[config.mk]
export PLATFORM = sky130hd
export DESIGN_NAME = external_memory_bus_interface
export DESIGN_NICKNAME = d
export VERILOG_FILES = /design/src/rtl/ext_bus_pkg.sv /design/src/rtl/external_memory_bus_interface.sv
export VERILOG_INCLUDE_DIRS = /design/src /design/src/rtl
export SDC_FILE = /design/constraint.sdc
export NUM_CORES = 2
export LEC_CHECK = 0
export BUFFER_PORTS_ARGS = -buffer_cell sky130_fd_sc_hd__buf_4
export CORE_MARGIN = 1.5
export CORE_UTILIZATION = 23
export DETAILED_ROUTE_END_ITERATION = 10
export GPL_TIMING_DRIVEN = 0
export PLACE_DENSITY = 0.35
export RECOVER_POWER = 50
export SLEW_MARGIN = 40
export SYNTH_ARGS = -nofsm -noshare
export SYNTH_HDL_FRONTEND = slang
export SYNTH_SLANG_ARGS = --single-unit
[constraint.sdc]
create_clock -name core_clk -period 7.95 [get_ports core_clk]
set_input_delay 1.59 -clock core_clk [delete_from_list [all_inputs] [get_ports core_clk]]
set_output_delay 1.59 -clock core_clk [all_outputs]
set_load 0.03 [all_outputs]
[src/rtl/ext_bus_cfg.svh]
// Summary of operation
// - external bus only when config byte one bits 1 and 0 are both zero.
// - once enabled, every address, internal or external, appears on port0 and port2.
// - data phase of an internal-memory cycle drives port0 to zero.
// - program store strobe reads external program memory only, never data.
// - data memory uses active-low read on P3.7 and store on P3.6.
// - fetches use 16-bit address; data moves use 16-bit or 8-bit address.
// - 8-bit data moves hold the page high byte on port2 the whole cycle.
// - either select bit at zero dedicates P3.6/P3.7 to strobes; port2 leaves I/O only when bit 0 is zero.
// - low address and data share port0; bus pins are push-pull.
// - low address valid on port0 at the falling edge of address latch strobe.
// - write data placed before store strobe falls, held until after it rises.
// - read data sampled just before the read strobe is released.
// - port function selection changes only in programming mode; defaults to I/O.
// - bus access while ports are I/O leaves port pin values unchanged.
// - fetch externally if strap low at reset, or PC beyond internal range while the external bus is enabled.
// - every external fetch puts the PC high byte on port2 when the external bus is enabled.
// - power-on reset samples strobe and latch pins to choose serial, parallel or user mode.
// - programming mode is left by any reset without power-on, or by a power-on reset with user-mode straps.
// - 128 config bytes via index and value registers, writable only when programming.
// - bit 1 zero routes port0 and strobes; bit 0 zero routes port2; default one.
`ifndef EXT_BUS_CFG_SVH
`define EXT_BUS_CFG_SVH
`define ADDR_PAGE_HIGH   8'h92
`define ADDR_CFG_INDEX   8'h93
`define ADDR_CFG_VALUE   8'h94
`define CFG_ONE_INDEX    7'h7e
`define CFG_BIT_PORT0    1
`define CFG_BIT_UPPER    0
`define CFG_RESET_BYTE   8'hff
`define PAGE_RESET       8'h00
`define INDEX_RESET      7'h00
`endif

[src/rtl/ext_bus_pkg.sv]
package ext_bus_pkg;
  typedef enum logic [1:0] {
    mode_user,
    mode_serial,
    mode_parallel,
    mode_reserved
  } op_mode_e;
  typedef enum logic [1:0] {
    kind_fetch,
    kind_read,
    kind_write
  } access_kind_e;
endpackage : ext_bus_pkg

[src/rtl/external_memory_bus_interface.sv]
`timescale 1ns/10ps
`include "ext_bus_cfg.svh"
module external_memory_bus_interface #(
  parameter int INTERNAL_PROG_BYTES = 32768
) (
  // clock and reset
  input  wire logic                    core_clk,
  input  wire logic                    rst_b,
  input  wire logic                    power_on_reset,
  // special register access from the core
  input  wire logic [7:0]              reg_addr,
  input  wire logic                    reg_wr,
  input  wire logic                    reg_rd,
  input  wire logic [7:0]              reg_wdata,
  output logic      [7:0]              reg_rdata,
  // core memory request
  input  wire logic                    mem_req,
  input  wire ext_bus_pkg::access_kind_e mem_kind,
  input  wire logic                    mem_short_addr,
  input  wire logic [15:0]             mem_addr,
  input  wire logic [7:0]              mem_wdata,
  input  wire logic                    mem_internal,
  input  wire logic [7:0]              internal_rdata,
  output logic                         mem_ready,
  output logic [7:0]                   mem_rdata,
  output logic                         fetch_external,
  // general-purpose port values from the port latches
  input  wire logic [7:0]              port0_latch,
  input  wire logic [7:0]              port2_latch,
  input  wire logic [1:0]              p3_strobe_latch,
  // port0 pins
  input  wire logic [7:0]              port0_in,
  output logic [7:0]                   port0_out,
  output logic [7:0]                   port0_oe,
  // port2 pins
  output logic [7:0]                   port2_out,
  output logic [7:0]                   port2_oe,
  // strobes; P3.6 store, P3.7 read
  output logic                         store_strobe_b,
  output logic                         read_strobe_b,
  output logic                         strobe_oe,
  // strobe and latch pins, sampled as straps at power-on
  input  wire logic                    program_store_strobe_in,
  input  wire logic                    ale_in,
  input  wire logic                    fetch_source_strap,
  output logic                         program_store_strobe_b,
  output logic                         program_store_strobe_oe,
  output logic                         ale,
  output logic                         ale_oe,
  // mode status
  output ext_bus_pkg::op_mode_e        op_mode
);
  import ext_bus_pkg::*;

  initial begin
    if (INTERNAL_PROG_BYTES < 1 || INTERNAL_PROG_BYTES > 65536) begin
      $error("internal program size out of range");
    end
  end

  // four strobe-low states: the port0 synchroniser needs two of them before the sample
  typedef enum {
    st_idle,
    st_addr,
    st_latch,
    st_strobe,
    st_wait_a,
    st_wait_b,
    st_sample,
    st_hold
  } bus_state_e;

  logic [1:0] sync_pse;
  logic [1:0] sync_ale;
  logic [1:0] sync_ea;
  logic [7:0] port0_sync_a;
  logic [7:0] port0_sync;
  logic       strap_pending;
  logic       ext_fetch_all;
  logic [7:0] page_high;
  logic [6:0] cfg_index;
  logic [7:0] cfg_mem [0:127];
  bus_state_e state;
  bus_state_e next_state;
  logic [15:0]  cyc_addr;
  logic [7:0]   cyc_wdata;
  logic         cyc_internal;
  logic         cyc_short;
  access_kind_e cyc_kind;
  logic [7:0]   rdata_q;
  logic         ready_q;

  // straps go through two flops; every reset release starts strap capture
  always_ff @(posedge core_clk or negedge rst_b) begin
    if (!rst_b) begin
      sync_pse <= 2'h3;
      sync_ale <= 2'h3;
      sync_ea  <= 2'h3;
    end else begin
      sync_pse <= {sync_pse[0], program_store_strobe_in};
      sync_ale <= {sync_ale[0], ale_in};
      sync_ea  <= {sync_ea[0], fetch_source_strap};
    end
  end

  // read data from the pins; only the second stage is read by logic
  always_ff @(posedge core_clk or negedge rst_b) begin
    if (!rst_b) begin
      port0_sync_a <= 8'h00;
      port0_sync   <= 8'h00;
    end else begin
      port0_sync_a <= port0_in;
      port0_sync   <= port0_sync_a;
    end
  end

  // strap capture waits two edges after release so synchronisers hold pin levels
  logic [1:0] strap_wait;
  always_ff @(posedge core_clk or negedge rst_b) begin
    if (!rst_b) begin
      strap_pending <= 1'b1;
      strap_wait    <= 2'h0;
      op_mode       <= mode_user;
      ext_fetch_all <= 1'b0;
    end else if (strap_pending) begin
      if (strap_wait == 2'h2) begin
        strap_pending <= 1'b0;
        ext_fetch_all <= !sync_ea[1];
        if (power_on_reset) begin
          unique case ({sync_pse[1], sync_ale[1]})
            2'b01:   op_mode <= mode_serial;
            2'b10:   op_mode <= mode_parallel;
            2'b11:   op_mode <= mode_user;
            default: op_mode <= mode_reserved;
          endcase
        end else begin
          op_mode <= mode_user;
        end
      end else begin
        strap_wait <= strap_wait + 2'h1;
      end
    end
  end

  wire programming = (op_mode == mode_serial) || (op_mode == mode_parallel);
  wire sel_page  = reg_wr && (reg_addr == `ADDR_PAGE_HIGH);
  wire sel_index = reg_wr && (reg_addr == `ADDR_CFG_INDEX);
  wire sel_value = reg_wr && (reg_addr == `ADDR_CFG_VALUE) && programming;
  wire [7:0] cfg_one = cfg_mem[`CFG_ONE_INDEX];
  wire port0_bus = !cfg_one[`CFG_BIT_PORT0];
  wire port2_bus = !cfg_one[`CFG_BIT_UPPER];
  wire bus_on    = port0_bus && port2_bus;
  wire strobes_on = port0_bus || port2_bus;

  always_ff @(posedge core_clk or negedge rst_b) begin
    if (!rst_b) begin
      page_high <= `PAGE_RESET;
      cfg_index <= `INDEX_RESET;
    end else begin
      if (sel_page) begin
        page_high <= reg_wdata;
      end
      if (sel_index) begin
        cfg_index <= reg_wdata[6:0];
      end
    end
  end

  // nonvolatile image is kept in flops; reset models erased defaults
  genvar gi;
  generate
    for (gi = 0; gi < 128; gi++) begin : g_cfg
      always_ff @(posedge core_clk or negedge rst_b) begin
        if (!rst_b) begin
          cfg_mem[gi] <= `CFG_RESET_BYTE;
        end else if (sel_value && cfg_index == 7'(gi)) begin
          cfg_mem[gi] <= reg_wdata;
        end
      end
    end
  endgenerate

  wire [7:0] rd_mux = (reg_addr == `ADDR_PAGE_HIGH) ? page_high :
                      (reg_addr == `ADDR_CFG_INDEX) ? {1'b0, cfg_index} :
                      (reg_addr == `ADDR_CFG_VALUE) ? cfg_mem[cfg_index] : 8'h00;
  always_ff @(posedge core_clk or negedge rst_b) begin
    if (!rst_b) begin
      reg_rdata <= 8'h00;
    end else if (reg_rd) begin
      reg_rdata <= rd_mux;
    end
  end

  // fetch source decision for the core
  wire beyond_internal = 32'(mem_addr) >= INTERNAL_PROG_BYTES;
  assign fetch_external = ext_fetch_all || (beyond_internal && bus_on);

  // a request while ports are I/O completes internally without touching pins
  wire start_bus = mem_req && bus_on && (state == st_idle);
  wire gpio_done = mem_req && !bus_on && (state == st_idle);

  // fixed-length cycle: slower than a bare strobe, but external read data always clears
  // the two-flop pin synchroniser before it is taken
  always_comb begin
    next_state = state;
    unique case (state)
      st_idle: begin
        if (start_bus) begin
          next_state = st_addr;
        end
      end
      st_addr: begin
        next_state = st_latch;
      end
      st_latch: begin
        next_state = st_strobe;
      end
      st_strobe: begin
        next_state = st_wait_a;
      end
      st_wait_a: begin
        next_state = st_wait_b;
      end
      st_wait_b: begin
        next_state = st_sample;
      end
      st_sample: begin
        next_state = st_hold;
      end
      st_hold: begin
        next_state = st_idle;
      end
    endcase
  end

  always_ff @(posedge core_clk or negedge rst_b) begin
    if (!rst_b) begin
      state <= st_idle;
    end else begin
      state <= next_state;
    end
  end

  // cycle attributes are frozen at the take
  always_ff @(posedge core_clk or negedge rst_b) begin
    if (!rst_b) begin
      cyc_addr     <= 16'h0000;
      cyc_wdata    <= 8'h00;
      cyc_internal <= 1'b0;
      cyc_short    <= 1'b0;
      cyc_kind     <= kind_fetch;
    end else if (start_bus) begin
      cyc_addr     <= mem_addr;
      cyc_wdata    <= mem_wdata;
      cyc_internal <= mem_internal;
      cyc_short    <= mem_short_addr && (mem_kind != kind_fetch);
      cyc_kind     <= mem_kind;
    end
  end

  // read data taken while the strobe is still low
  wire       take_sample = (state == st_sample);
  wire [7:0] sample_byte = cyc_internal ? internal_rdata : port0_sync;

  always_ff @(posedge core_clk or negedge rst_b) begin
    if (!rst_b) begin
      rdata_q <= 8'h00;
      ready_q <= 1'b0;
    end else begin
      ready_q <= gpio_done || (state == st_hold);
      if (gpio_done) begin
        rdata_q <= internal_rdata;
      end else if (take_sample) begin
        rdata_q <= sample_byte;
      end
    end
  end

  assign mem_ready = ready_q;
  assign mem_rdata = rdata_q;

  wire in_cycle   = (state != st_idle);
  wire addr_phase = (state == st_addr) || (state == st_latch);
  wire strobe_on  = (state == st_strobe) || (state == st_wait_a) ||
                    (state == st_wait_b) || (state == st_sample);
  // store strobe starts one cycle late so write data leads it
  wire write_on   = strobe_on && (state != st_strobe);
  wire is_write   = (cyc_kind == kind_write);
  wire is_fetch   = (cyc_kind == kind_fetch);
  wire is_read    = (cyc_kind == kind_read);
  wire data_drive = is_write || cyc_internal;

  // address high byte or page; internal data never leaves the chip
  wire [7:0] p2_bus  = cyc_short ? page_high : cyc_addr[15:8];
  wire [7:0] p0_data = cyc_internal ? 8'h00 : cyc_wdata;
  wire [7:0] p0_bus  = addr_phase ? cyc_addr[7:0] : p0_data;

  // push-pull drive on the whole byte in bus mode
  wire       p0_drive       = port0_bus && in_cycle && (addr_phase || data_drive);
  wire [7:0] next_port0_out = (port0_bus && in_cycle) ? p0_bus : port0_latch;
  wire [7:0] next_port0_oe  = p0_drive ? 8'hff : 8'h00;
  wire [7:0] next_port2_out = (port2_bus && in_cycle) ? p2_bus : port2_latch;
  wire [7:0] next_port2_oe  = port2_bus ? 8'hff : 8'h00;
  wire       next_ale       = start_bus || (state == st_addr);
  // internal targets show the address but never strobe the external memory
  wire       ext_strobe     = strobe_on && !cyc_internal;
  wire       next_pse_b     = !(ext_strobe && is_fetch);
  wire       next_read_b    = strobes_on ? !(ext_strobe && is_read) : p3_strobe_latch[1];
  wire       next_store_b   = strobes_on ? !(write_on && !cyc_internal && is_write) :
                                           p3_strobe_latch[0];

  always_ff @(posedge core_clk or negedge rst_b) begin
    if (!rst_b) begin
      port0_out              <= 8'hff;
      port0_oe               <= 8'h00;
      port2_out              <= 8'hff;
      port2_oe               <= 8'h00;
      ale                    <= 1'b0;
      program_store_strobe_b <= 1'b1;
      read_strobe_b          <= 1'b1;
      store_strobe_b         <= 1'b1;
    end else begin
      port0_out              <= next_port0_out;
      port0_oe               <= next_port0_oe;
      port2_out              <= next_port2_out;
      port2_oe               <= next_port2_oe;
      ale                    <= next_ale;
      program_store_strobe_b <= next_pse_b;
      read_strobe_b          <= next_read_b;
      store_strobe_b         <= next_store_b;
    end
  end

  assign strobe_oe = strobes_on;
  // strobe and latch pins only become outputs after straps are taken
  assign program_store_strobe_oe = !strap_pending;
  assign ale_oe = !strap_pending;
endmodule : external_memory_bus_interface

==> results by group <==
Status
  – Run status: finished with violations
  – Violated checks: capacitance limit, slew limit

STA
  – Final slew viol count: 603
  – PnR worst setup slack: 2358 ps
  – Post-route clock period utilization: 70.34%
  – RSZ-0062 raised after global routing: false
  – Fin Clk Skew: 36.38 ps
  – Time the final worst path needs with I/O delays and setup: 5592 ps
  – Normalized max-slew margin: -209.8%
  – Final hold violation count: 0
  – Minimum hold slack: 338.3 ps
  – Transition at the pin with the smallest max-transition slack: 4648 ps
  – Count of endpoints failing setup in the final report: 0
  – Fmax: 178.8 MHz

Synth
  – Cell types with the highest counts after synthesis: mux2_2, dfstp_2, mux4_2, nand2_1, clkbuf_1
  – Synth top area share: 52.20%
  – Most used flip-flop cell after synthesis: dfstp_2
  – Share of synthesized flip-flops with an asynchronous set or reset: 100.0%
  – Syn_area_per_cell: 15.33 sq um
  – Proportion of synthesized chip area in sequential cells: 56.32%
  – Number of warning messages in the yosys log: 0
  – Count of state elements after synthesis: 1,137
  – Area of the mapped netlist: 52,860 sq um
  – Cells after Synth: 3,447
  – Net count after synthesis: 3,535
  – Number of different library cells in the post-synthesis netlist: 68
  – Number of flops mapped to enable cells by yosys: 0
  – Cell type with the highest aggregate area in the netlist: dfstp_2
  – Synth area leaders: dfstp_2, mux2_2, mux4_2
  – Top-count cell post-synth: mux2_2

Power
  – Pint: 10,530 uW
  – Total net switching power: 3914 uW
  – Gate power share: 11.0%
  – Switching share of total power: 27.10%
  – Power share of the sequential group: 42.2%
  – Areal power density over the cells: 226.2 nW/um^2
  – Lkg Pwr: 0.02534 uW
  – Share of power burned in the clock network: 46.9%
  – Peak supply drop: 0.1623 mV

Place
  – Post-placement worst setup slack: 3013 ps
  – Placer congestion estimate: 0.8897
  – Port bufs: 137
  – Post-detailed-placement half-perimeter wirelength: 173.6 mm

Final layout
  – Fraction of final layout cells with drive strength greater than 1: 76.26%
  – Layout fillers: 23,050
  – Storage cell area: 29,770 sq um
  – Final net count: 3,879
  – Signed area change from the synthesized netlist to the final layout: 20.83%
  – Area taken by multi-input logic gates: 22,020 sq um

CTS
  – Buffers inserted during post-CTS setup optimization: 0
  – Clock-pin slew on the worst setup and hold paths: 60 ps
  – Number of buffers created by CTS: 144
  – CTS Sinks: 1,137
  – Number of buffers on the longest clock path: 3
  – Hold-fix buffer count after cts: 0
  – Clk Latency, worst-skew pair: 790 ps
  – TritonCTS clock tree: yes
  – H-Tree Depth: 4
  – Post_cts resized: 0
  – Clock tree root driver cell: clkbuf_16

Floorplanning
  – Die area: 232,700 sq um
  – Ports: 146
  – Die Y-Extent: 482.4 um
  – Initial Util: 23.19%
  – Cell Rows: 175
  – Core area: 227,900 sq um
  – Width of the chip: 482.4 um

Worst setup path
  – Kind of end point of the critical path: asynchronous set/reset pin
  – Critical register-to-register path endpoint: reg_rdata[2]
  – Worst Path Max Fanout: 99
  – Setup slack, reg-to-reg: 3050 ps
  – Cells on worst reg2reg path: 10
  – Data arrival at the endpoint of the critical path: 6490 ps
  – Critical path required time: 8850 ps
  – Launching element type of the critical path: primary input
  – Worst R2R Start: cfg_index[1]
  – Kind of critical path: primary input to asynchronous set/reset pin

Min path
  – Startpoint of the lowest-slack hold path: port0_sync_a[2]
  – Endpoint of the worst hold path: port0_sync[2]
  – Worst hold path stage count: 0
  – Worst Hold Class: register to register

Global route
  – Initial antenna violation count: 25
  – Total global routing track utilization: 20.81%
  – Global-route wire length before repair: 325.9 mm
  – Largest net degree at the start of global routing: 100
  – GRT Residual Overflow: 0
  – Via count of the first global-routing pass: 34,150

Routing
  – ANT nets after route: 0
  – Vias/cell: 4.797
  – Number of vias after detailed routing: 33,220
  – Router iterations before antenna repair: 5
  – Routed len/inst: 35.12 um
  – Number of design rule violations left after detail routing: 0
  – 1st-iter DRT viols: 2,417
  – Overall routed net length: 243.2 mm

Run
  – Number of maximum-capacitance violations: 7
[logic make-up after synthesis]
family	Yosys count	synth area share (%)
muxes	1425	34.80
DFF	1137	56.32
and+or+nand+nor	401	3.783
buffers and inverters	271	2.317
AOI/OAI and AO/OA	208	2.694
xor gates and xnor gates	4	0.06629
adders and majority gates	1	0.02367
[per-layer routing]
metal | wire (um) | share of wire, % | up-vias | track usage [%]
met3 | 11570 | 4.8 | 295 | 3.552
met4 | 8912 | 3.7 | 0 | 7.200
met5 | 0 | 0 | - | 0
met1 | 111600 | 46 | 18480 | 28.74
met2 | 111100 | 46 | 916 | 32.72
li1 | - | - | 13530 | -
[worst max-delay path: stages]
cell,delay [ps]
clkbuf_1,320
buf_16,390
buf_16,390
clkbuf_2,1910
clkbuf_2,1570
[cells in the final DEF, fill, tap and decap left out, drive strengths merged, types with 15 or more instances in the layout]
cell	n
nand2	215
a22oi	32
mux2i	122
dfstp	1050
buf	270
dfrtp	87
nand3	21
a21oi	25
clkbuf	414
clkinv	23
mux2	1081
mux4	222
nor2b	15
nor2	44
o21ai	51
nor3	27
[through the flow]
step	area, sq um	total power [uW]	instances	util (%)	TNS [ps]
2_1_floorplan	52860	6928	3447	-	0
3_3_place_gp	57650	7720	6593	25.29	-5997010
3_5_place_dp	59190	7793	6654	25.97	0
4_1_cts	63990	14690	6914	28.07	0
5_1_grt	63840	14980	6916	28.01	0
6_report	63870	14440	6925	28.02	0
[power by group through the flow]
stage / sequential, uW / combinational [uW] / clock (uW)
after floorplan: 6290 / 636 / 0
after global routing: 6110 / 1690 / 7190
after global placement: 6160 / 1560 / 0
final: 6090 / 1590 / 6770
after detailed placement: 6180 / 1620 / 0
after CTS: 6090 / 1620 / 6980
[state kept, by name, indices dropped and copies added, names as in the netlist, 2 cells and up]
| register | flops |
|---|---|
| cfg_mem | 1016 |
| cfg_index | 7 |
| sync_ea | 2 |
| page_high | 8 |
| op_mode | 2 |
| mem_rdata | 8 |
| port2_out | 8 |
| sync_ale | 2 |
| port0_sync_a | 8 |
| cfg_one | 8 |
| cyc_wdata | 8 |
| sync_pse | 2 |
| reg_rdata | 8 |
| port0_sync | 8 |
| strap_wait | 2 |
| cyc_kind | 2 |
| port0_out | 8 |
| state | 3 |
| cyc_addr | 16 |
[area by class of cell]
type	count	share of cell area [%]
clock buffers	228	6.931
repair buffers	198	3.366
multi-input cells	2039	34.48
flip-flops and latches	1137	46.61
well taps	3009	5.895
diodes	11	0.04310
plain buffers	261	2.039
clock inverters	32	0.5819
inverters	10	0.05877
[worst max path at each step]
stage / from / depth (start not counted) / slack, ps / to
final: rst_b / 5 / 2360 / cfg_mem[603]
after global routing: rst_b / 5 / 1600 / cfg_mem[579]
after CTS: cfg_index[1] / 10 / 3060 / reg_rdata[2]
after detailed placement: reg_addr[5] / 9 / 3010 / cfg_mem[157]
after global placement: rst_b / 1 / -9640 / reg_rdata[7]
after floorplan: reg_addr[5] / 6 / 4340 / cfg_mem[128]
No activity file was read; power rests on OpenSTA's default activity.
